===== src/rtl/mso_pkg.sv =====
// package for the motion status output block: register map, resets, timing, carriers
package mso_pkg;

  // register offsets (object index); two of them have no printed index
  localparam logic [15:0] MSO_OFS_POS_WINDOW = 16'h2431;
  localparam logic [15:0] MSO_OFS_POS_COND = 16'h2432;
  localparam logic [15:0] MSO_OFS_SETTLE_DELAY = 16'h2433;
  localparam logic [15:0] MSO_OFS_ZERO_SPEED = 16'h2434;
  localparam logic [15:0] MSO_OFS_SPEED_MATCH = 16'h2435;
  localparam logic [15:0] MSO_OFS_SPEED_REACHED = 16'h2436;
  localparam logic [15:0] MSO_OFS_STATUS = 16'h2437;

  // reset values
  localparam logic [15:0] MSO_RST_POS_WINDOW = 16'h0014;
  localparam logic [15:0] MSO_RST_POS_COND = 16'h0001;
  localparam logic [15:0] MSO_RST_SETTLE_DELAY = 16'h0000;
  localparam logic [15:0] MSO_RST_ZERO_SPEED = 16'h0032;
  localparam logic [15:0] MSO_RST_SPEED_MATCH = 16'h000A;
  localparam logic [15:0] MSO_RST_SPEED_REACHED = 16'h03E8;

  // legal ranges of the settings
  localparam logic [15:0] MSO_MAX_POS_WINDOW = 16'h2710;
  localparam logic [15:0] MSO_MAX_POS_COND = 16'h0004;
  localparam logic [15:0] MSO_MAX_SETTLE_DELAY = 16'h3A98;
  localparam logic [15:0] MSO_MIN_ZERO_SPEED = 16'h0001;
  localparam logic [15:0] MSO_MAX_ZERO_SPEED = 16'h07D0;
  localparam logic [15:0] MSO_MIN_SPEED_REACHED = 16'h000A;
  localparam logic [15:0] MSO_MAX_SPEED_REACHED = 16'h07D0;

  // hysteresis band in rpm
  localparam logic [16:0] MSO_HYST_RPM = 17'h0000A;

  // time base: one millisecond at the 250 MHz clock
  localparam int MSO_CLK_MHZ = 250;
  localparam int MSO_TICK_US = 1000;
  localparam int MSO_TICK_CYCLES = MSO_CLK_MHZ * MSO_TICK_US;

  // status word bit positions
  localparam int MSO_ST_POS_DONE = 0;
  localparam int MSO_ST_SPEED_REACHED = 1;
  localparam int MSO_ST_SPEED_MATCH = 2;
  localparam int MSO_ST_ZERO_SPEED = 3;

  // positioning-complete condition codes
  typedef enum logic [2:0] {
    MSO_COND_WINDOW, MSO_COND_NO_CMD, MSO_COND_ZERO_SPD, MSO_COND_SETTLE, MSO_COND_DELAYED
  } mso_cond_t;

  // register write/read request
  typedef struct packed {
    logic wr;
    logic rd;
    logic [15:0] addr;
    logic [15:0] wdata;
  } mso_reg_req_t;

  // control-loop sample
  typedef struct packed {
    logic signed [31:0] pos_dev;
    logic pos_cmd_active;
    logic signed [15:0] motor_speed;
    logic signed [15:0] vel_cmd;
  } mso_loop_t;

endpackage


===== src/rtl/mso_status.sv =====
// motion status outputs: positioning done, speed reached, speed match, zero speed
`timescale 1ns/100ps
// Overview of operation
// - position window 0..10000 units, default 20
// - modes 0..2: window, no command, zero speed
// - mode 3: no command, window, settle timing
// - mode 4: wait delay after command ends
// - delay zero holds flag until next command
// - delay 1..15000 ms: off, then on
// - speed reached above threshold, default 1000
// - speed reached uses 10 rpm hysteresis
// - speed match when command-speed difference in window
module mso_status
  import mso_pkg::*;
#(
  parameter int TICK_CYCLES = MSO_TICK_CYCLES
) (
  // clock and reset
  input wire logic sys_clk_i,
  input wire logic srst_i,
  // register access
  input wire mso_reg_req_t reg_req_i,
  output logic [15:0] reg_rdata_o,
  output logic reg_rvalid_o,
  // control loop samples, same clock
  input wire mso_loop_t loop_i,
  // status outputs
  output logic position_done_output_o,
  output logic speed_reached_flag_o,
  output logic speed_match_flag_o,
  output logic zero_speed_flag_o
);

  function automatic logic [16:0] abs16(input logic signed [15:0] v);
    abs16 = v[15] ? 17'(-$signed({v[15], v})) : {1'b0, v};
  endfunction

  function automatic logic [15:0] clip(input logic [15:0] v, input logic [15:0] lo,
                                       input logic [15:0] hi);
    clip = (v < lo) ? lo : ((v > hi) ? hi : v);
  endfunction

  ////////////////////////////////////////////////////////////////////////////
  // registers
  logic [15:0] position_window_param_q;
  logic [15:0] position_condition_param_q;
  logic [15:0] settle_delay_param_q;
  logic [15:0] zero_speed_threshold_param_q;
  logic [15:0] speed_match_window_param_q;
  logic [15:0] speed_reached_threshold_param_q;
  logic position_done_flag_q, speed_reached_flag_q, speed_match_flag_q, zero_speed_flag_q;

  wire wr_pw = reg_req_i.wr && (reg_req_i.addr == MSO_OFS_POS_WINDOW);
  wire wr_pc = reg_req_i.wr && (reg_req_i.addr == MSO_OFS_POS_COND);
  wire wr_sd = reg_req_i.wr && (reg_req_i.addr == MSO_OFS_SETTLE_DELAY);
  wire wr_zs = reg_req_i.wr && (reg_req_i.addr == MSO_OFS_ZERO_SPEED);
  wire wr_sm = reg_req_i.wr && (reg_req_i.addr == MSO_OFS_SPEED_MATCH);
  wire wr_sr = reg_req_i.wr && (reg_req_i.addr == MSO_OFS_SPEED_REACHED);

  // writes other than the speed match window are clamped to the legal range so the comparators never see junk
  always_ff @(posedge sys_clk_i) begin
    if (srst_i) begin
      position_window_param_q <= MSO_RST_POS_WINDOW;
      position_condition_param_q <= MSO_RST_POS_COND;
      settle_delay_param_q <= MSO_RST_SETTLE_DELAY;
      zero_speed_threshold_param_q <= MSO_RST_ZERO_SPEED;
      speed_match_window_param_q <= MSO_RST_SPEED_MATCH;
      speed_reached_threshold_param_q <= MSO_RST_SPEED_REACHED;
    end else begin
      if (wr_pw) position_window_param_q <= clip(reg_req_i.wdata, '0, MSO_MAX_POS_WINDOW);
      if (wr_pc) position_condition_param_q <= clip(reg_req_i.wdata, '0, MSO_MAX_POS_COND);
      if (wr_sd) settle_delay_param_q <= clip(reg_req_i.wdata, '0, MSO_MAX_SETTLE_DELAY);
      if (wr_zs) zero_speed_threshold_param_q <=
          clip(reg_req_i.wdata, MSO_MIN_ZERO_SPEED, MSO_MAX_ZERO_SPEED);
      if (wr_sm) speed_match_window_param_q <= reg_req_i.wdata;
      if (wr_sr) speed_reached_threshold_param_q <=
          clip(reg_req_i.wdata, MSO_MIN_SPEED_REACHED, MSO_MAX_SPEED_REACHED);
    end
  end

  // read mux; unmapped offsets read zero
  logic [15:0] rd_mux;
  always_comb begin
    case (reg_req_i.addr)
      MSO_OFS_POS_WINDOW: rd_mux = position_window_param_q;
      MSO_OFS_POS_COND: rd_mux = position_condition_param_q;
      MSO_OFS_SETTLE_DELAY: rd_mux = settle_delay_param_q;
      MSO_OFS_ZERO_SPEED: rd_mux = zero_speed_threshold_param_q;
      MSO_OFS_SPEED_MATCH: rd_mux = speed_match_window_param_q;
      MSO_OFS_SPEED_REACHED: rd_mux = speed_reached_threshold_param_q;
      MSO_OFS_STATUS: begin
        rd_mux = '0;
        rd_mux[MSO_ST_POS_DONE] = position_done_flag_q;
        rd_mux[MSO_ST_SPEED_REACHED] = speed_reached_flag_q;
        rd_mux[MSO_ST_SPEED_MATCH] = speed_match_flag_q;
        rd_mux[MSO_ST_ZERO_SPEED] = zero_speed_flag_q;
      end
      default: rd_mux = '0;
    endcase
  end

  always_ff @(posedge sys_clk_i) begin
    if (srst_i) begin
      reg_rdata_o <= '0;
      reg_rvalid_o <= 1'b0;
    end else begin
      reg_rdata_o <= reg_req_i.rd ? rd_mux : reg_rdata_o;
      reg_rvalid_o <= reg_req_i.rd;
    end
  end

  ////////////////////////////////////////////////////////////////////////////
  // speed comparators; thresholds read live so writes act next cycle
  wire [16:0] spd_abs = abs16(loop_i.motor_speed);
  wire [16:0] zs_thr = {1'b0, zero_speed_threshold_param_q};
  wire [16:0] sr_thr = {1'b0, speed_reached_threshold_param_q};
  wire zs_on = spd_abs < zs_thr;
  wire zs_off = spd_abs > 17'(zs_thr + MSO_HYST_RPM);
  // band of +/-10 rpm around the threshold keeps the flag quiet
  wire sr_on = spd_abs > 17'(sr_thr + MSO_HYST_RPM);
  wire sr_off = spd_abs < 17'(sr_thr - MSO_HYST_RPM);
  // velocity command is taken before acceleration shaping by the loop
  wire signed [16:0] vel_diff = 17'(loop_i.vel_cmd - loop_i.motor_speed);
  wire [16:0] vel_diff_abs = vel_diff[16] ? 17'(-vel_diff) : vel_diff;
  wire sm_in = vel_diff_abs <= {1'b0, speed_match_window_param_q};

  always_ff @(posedge sys_clk_i) begin
    if (srst_i) begin
      zero_speed_flag_q <= 1'b0;
      speed_reached_flag_q <= 1'b0;
      speed_match_flag_q <= 1'b0;
    end else begin
      zero_speed_flag_q <= zs_on ? 1'b1 : (zs_off ? 1'b0 : zero_speed_flag_q);
      speed_reached_flag_q <= sr_on ? 1'b1 : (sr_off ? 1'b0 : speed_reached_flag_q);
      speed_match_flag_q <= sm_in;
    end
  end

  ////////////////////////////////////////////////////////////////////////////
  // positioning complete
  wire [31:0] dev_abs = loop_i.pos_dev[31] ? 32'(-loop_i.pos_dev) : loop_i.pos_dev;
  wire in_win = dev_abs < {16'h0000, position_window_param_q};
  wire no_cmd = !loop_i.pos_cmd_active;
  mso_cond_t cond;
  assign cond = mso_cond_t'(position_condition_param_q[2:0]);

  // millisecond tick and settle timer
  localparam int TW = $clog2(TICK_CYCLES + 1);
  logic [TW-1:0] tick_cnt_q;
  logic [15:0] ms_cnt_q;
  logic cmd_seen_q;
  wire tick = tick_cnt_q == TW'(TICK_CYCLES - 1);
  wire timed = (cond == MSO_COND_SETTLE) || (cond == MSO_COND_DELAYED);
  wire delay_done = (settle_delay_param_q == '0) || (ms_cnt_q >= settle_delay_param_q);

  always_ff @(posedge sys_clk_i) begin
    if (srst_i || loop_i.pos_cmd_active) tick_cnt_q <= '0;
    else tick_cnt_q <= tick ? '0 : TW'(tick_cnt_q + 1'b1);
  end

  // timer restarts on each command and counts while the command is absent, stopping once it reaches the settle delay
  always_ff @(posedge sys_clk_i) begin
    if (srst_i || loop_i.pos_cmd_active) ms_cnt_q <= '0;
    else if (tick && !delay_done) ms_cnt_q <= ms_cnt_q + 16'h0001;
  end

  logic pd_d;
  always_comb begin
    case (cond)
      MSO_COND_WINDOW: pd_d = in_win;
      MSO_COND_NO_CMD: pd_d = in_win && no_cmd;
      MSO_COND_ZERO_SPD: pd_d = in_win && no_cmd && zero_speed_flag_q;
      MSO_COND_SETTLE, MSO_COND_DELAYED: begin
        // after the delay: hold until the next command
        if (!no_cmd) pd_d = 1'b0;
        else if (!delay_done) pd_d = 1'b0;
        else if (position_done_flag_q && cmd_seen_q) pd_d = 1'b1;
        else pd_d = in_win;
      end
      default: pd_d = 1'b0;
    endcase
  end

  always_ff @(posedge sys_clk_i) begin
    if (srst_i) begin
      position_done_flag_q <= 1'b0;
      cmd_seen_q <= 1'b0;
    end else begin
      position_done_flag_q <= pd_d;
      cmd_seen_q <= timed && pd_d;
    end
  end

  assign position_done_output_o = position_done_flag_q;
  assign speed_reached_flag_o = speed_reached_flag_q;
  assign speed_match_flag_o = speed_match_flag_q;
  assign zero_speed_flag_o = zero_speed_flag_q;
endmodule // mso_status


===== config.mk =====
export PLATFORM = sky130hd
export DESIGN_NAME = mso_status
export DESIGN_NICKNAME = d
export VERILOG_FILES = /design/src/rtl/mso_pkg.sv /design/src/rtl/mso_status.sv
export SDC_FILE = /design/constraint.sdc
export NUM_CORES = 1
export LEC_CHECK = 0
export BUFFER_PORTS_ARGS = -buffer_cell sky130_fd_sc_hd__buf_2
export CORE_ASPECT_RATIO = 1.75
export CORE_MARGIN = 4
export CORE_UTILIZATION = 42
export CTS_BUF_LIST = sky130_fd_sc_hd__clkbuf_4 sky130_fd_sc_hd__clkbuf_8
export CTS_CLUSTER_DIAMETER = 100
export CTS_CLUSTER_SIZE = 10
export DETAILED_ROUTE_END_ITERATION = 12
export REMOVE_ABC_BUFFERS = 1
export SLEW_MARGIN = 40
export SYNTH_ARGS = -nofsm -noshare
export SYNTH_HDL_FRONTEND = slang
export SYNTH_SLANG_ARGS = --single-unit

===== constraint.sdc =====
create_clock -name sys_clk_i -period 3.6 [get_ports sys_clk_i]
set_input_delay 0.18 -clock sys_clk_i [delete_from_list [all_inputs] [get_ports sys_clk_i]]
set_output_delay 0.18 -clock sys_clk_i [all_outputs]
set_load 0.05 [all_outputs]

==> results.yml <==
status:
  status: "finished, final reports clean"
clock_network:
  root_buffer: "clkbuf_8"
  cts_buffers: 17
  holdBufCountCts: 0
  cts_sinks: 152
  clock_latency_ns: 0.48
  clockBufferDepth: 2
  cts_tree: "yes"
  clk_pin_slew_ns: 0.09
  cts_max_level: 4
setup_path:
  crit_chain: "buf_2 -> or3_1 -> or3_1 -> or2_2 -> o31ai_1 -> xnor2_1 -> ha_1 -> a21o_1 -> a21oi_1 -> nor2b_1 -> a311oi_1 -> o21ai_0 -> a21oi_1 -> nand4_1 -> or4_1 -> a22oi_1"
  cp_slowest_cell: "or4_1"
  cp_max_fo: 3
  worst_setup_path_start_kind: "input pin"
  critPathKind: "in2reg"
  startpoint: "loop_i[34]"
  max_stage_delay_ns: 0.54
  required_ns: 4.01
  end_kind: "flop"
  cp.arrival_ns: 3.75
  reg2reg_from: "speed_reached_threshold_param_q[9]$_SDFFE_PP1P_"
synth:
  syn_area_sq_mm: 0.01182
  syn-mean-instance-area_sq_um: 7.680
  yosysTopAreaCellShare: 0.2574
  yosysSeqAreaShare: 0.2574
  ys.flop_type: "dfxtp_1"
  syn-instance-count: 1539
  synth.largest_area_cell: "dfxtp_1"
  synth_cell_type_count: 75
  synth_warnings: 0
  synthArstFlopShare: 0
  yosys-top-cells-area: "dfxtp_1 26%, ha_1 14%, a21oi_1 6.2%"
  synth_edf_count: 0
  yosys_register_bits: 152
  yosysMostFrequentCell: "dfxtp_1"
  synth_common_cells: "152 x dfxtp_1, 149 x nand2_1, 146 x a21oi_1, 140 x nor2_1, 136 x ha_1"
floorplan:
  die_h_um: 229.9
  core_sq_mm: 0.02787
  rows: 81
  initial_core_util: 0.4241
  die_x_um: 134.8
  io_pins: 122
  die_area_sq_mm: 0.03100
hold_path:
  worstHoldStart: "loop_i[32]"
  holdCritPathClass: "in2reg"
detailed_routing:
  firstDrtPassIters: 6
  vias: 11840
  wl_per_cell_um: 18.84
  drcViolationCount: 0
  drt_iter0_markers: 829
  ant_nets: 0
  viasPerCell: 5.647
  wirelength_um: 39490
global_route:
  antenna_found_initial: 1
  grt_max_degree: 46
  grt_pass1_wl_um: 61760
  grt.total_usage: 0.2527
  grt-ovfl-total: 0
  grt_pass1_vias: 11880
power:
  leakage_nw: 5.657
  ir_drop_mv: 0.3103
  power_density_mw_per_mm2: 309.5
layout:
  drive_above_1_share: 0.1667
  areaGrowthSynthToFinish_pct: 17.86
  layout.nets: 1947
timing:
  finClkSkew_ns: 0.01436
  period_needed_ns: 3.340
  finalSetupTns_ns: 0
  slew-limit-headroom: 0.4374
  final_max_slew_viol_count: 0
  finalCritPeriodShare: 0.9278
  layout_setup_ws_ns: 0.2599
  tightest_slew_ns: 0.8379
  setup_violations: 0
  hold_violations: 0
  clock.fmax_ghz: 0.2994
place:
  place_congestion: 0.9296
  io_buffer_count: 121
  place.detailed.hpwl_um: 31860
  post-place-ws_ns: -0.4543
job:
  drv_cap: 0
flip-flops by register name, summed over array words and instances, names as in the netlist:
| signal | count |
|---|---|
| speed_reached_flag_o | 1 |
| speed_match_window_param_q | 16 |
| speed_reached_threshold_param_q | 16 |
| position_condition_param_q | 16 |
| position_done_output_o | 1 |
| zero_speed_flag_o | 1 |
| speed_match_flag_o | 1 |
| reg_rvalid_o | 1 |
| reg_rdata_o | 16 |
| settle_delay_param_q | 16 |
| tick_cnt_q | 18 |
| cmd_seen_q | 1 |
| zero_speed_threshold_param_q | 16 |
| ms_cnt_q | 16 |
| position_window_param_q | 16 |
critical path, delay by kind of cell:
family          cells  cell delay, ns
compound gates      7            1.20
xor+xnor            1            0.15
fa+ha+maj           1            0.26
buf+inv             1            0.10
simple gates        6            1.85
routing by layer:
layer	vias to the layer above	GRT usage	wire length, um
li1	5843	-	-
met2	365	0.4746	20780
met5	-	0	0
met4	0	0.1525	2789
met1	5492	0.2574	14390
met3	137	0.03787	1536
worst paths after layout:
kind / endpoint / slack (ns) / cells past startpoint
min: ms_cnt_q[15]$_SDFFE_PP0P_ / 0.04 / 3
max: position_done_output_o$_SDFF_PP0_ / 0.26 / 16
min reg2reg: position_window_param_q[12]$_SDFFE_PP0P_ / 0.45 / 2
max reg2reg: speed_reached_flag_o$_SDFFE_PP0P_ / 0.60 / 10
power by group:
part	total [mW]	internal (mW)	leakage (nW)	switching (mW)
combinational	1.09	0.482	4.20	0.609
clock	1.52	0.847	0.237	0.674
sequential	1.70	1.69	1.23	0.0102
total	4.31	3.02	5.66	1.29
cell type report:
class	instances	area (sq um)
fillers	2762	13940
multi-input cells	1217	8242
flip-flops and latches	152	3043
repair buffers	218	1334
well taps	373	466.7
inverters	103	386.6
clock buffers	19	255.2
clock inverters	13	201.4
diodes	1	2.502
timing repair:
action | CTS | global route
endpoints found under the setup margin | 0 | 1
buffers inserted | 0 | 1
gates resized for setup | 0 | 25
cell usage in the layout, fill, tap and decap left out, drive strengths merged, types with 20 or more instances in the layout:
cell type  netlist  layout
a21o            36      36
xnor2           70      70
o21ai           77      77
dfxtp          152     152
nor2           140     140
xor2            47      47
inv            102     102
and2            23      23
buf              2     217
nor3            33      33
ha             136     136
nand3           41      41
nand2          149     149
a21oi          146     146
clkbuf          67      20
nand4           32      32
nand2b          20      20
cell families after synthesis:
logic type / share of synthesized area
xor gates and xnor gates: 0.08669
muxes: 0.009421
adders and majority gates: 0.1457
AOI/OAI and AO/OA: 0.2137
buffers and inverters: 0.05462
other: 0.0003173
DFF: 0.2574
and+or+nand+nor: 0.2321
stage by stage:
step	instance area, sq um	util	hold WS (ns)	total power, mW	instances
2_1_floorplan	11570	-	0.2467	2.342	1472
3_3_place_gp	13370	0.4796	0.4348	2.767	2061
3_5_place_dp	13370	0.4796	0.4349	2.786	2061
4_1_cts	13820	0.4960	0.01216	4.294	2093
5_1_grt	13930	0.4998	0.01878	4.526	2095
6_report	13930	0.4998	0.04062	4.311	2096
Note: power is estimated with default switching activity, not from simulation.
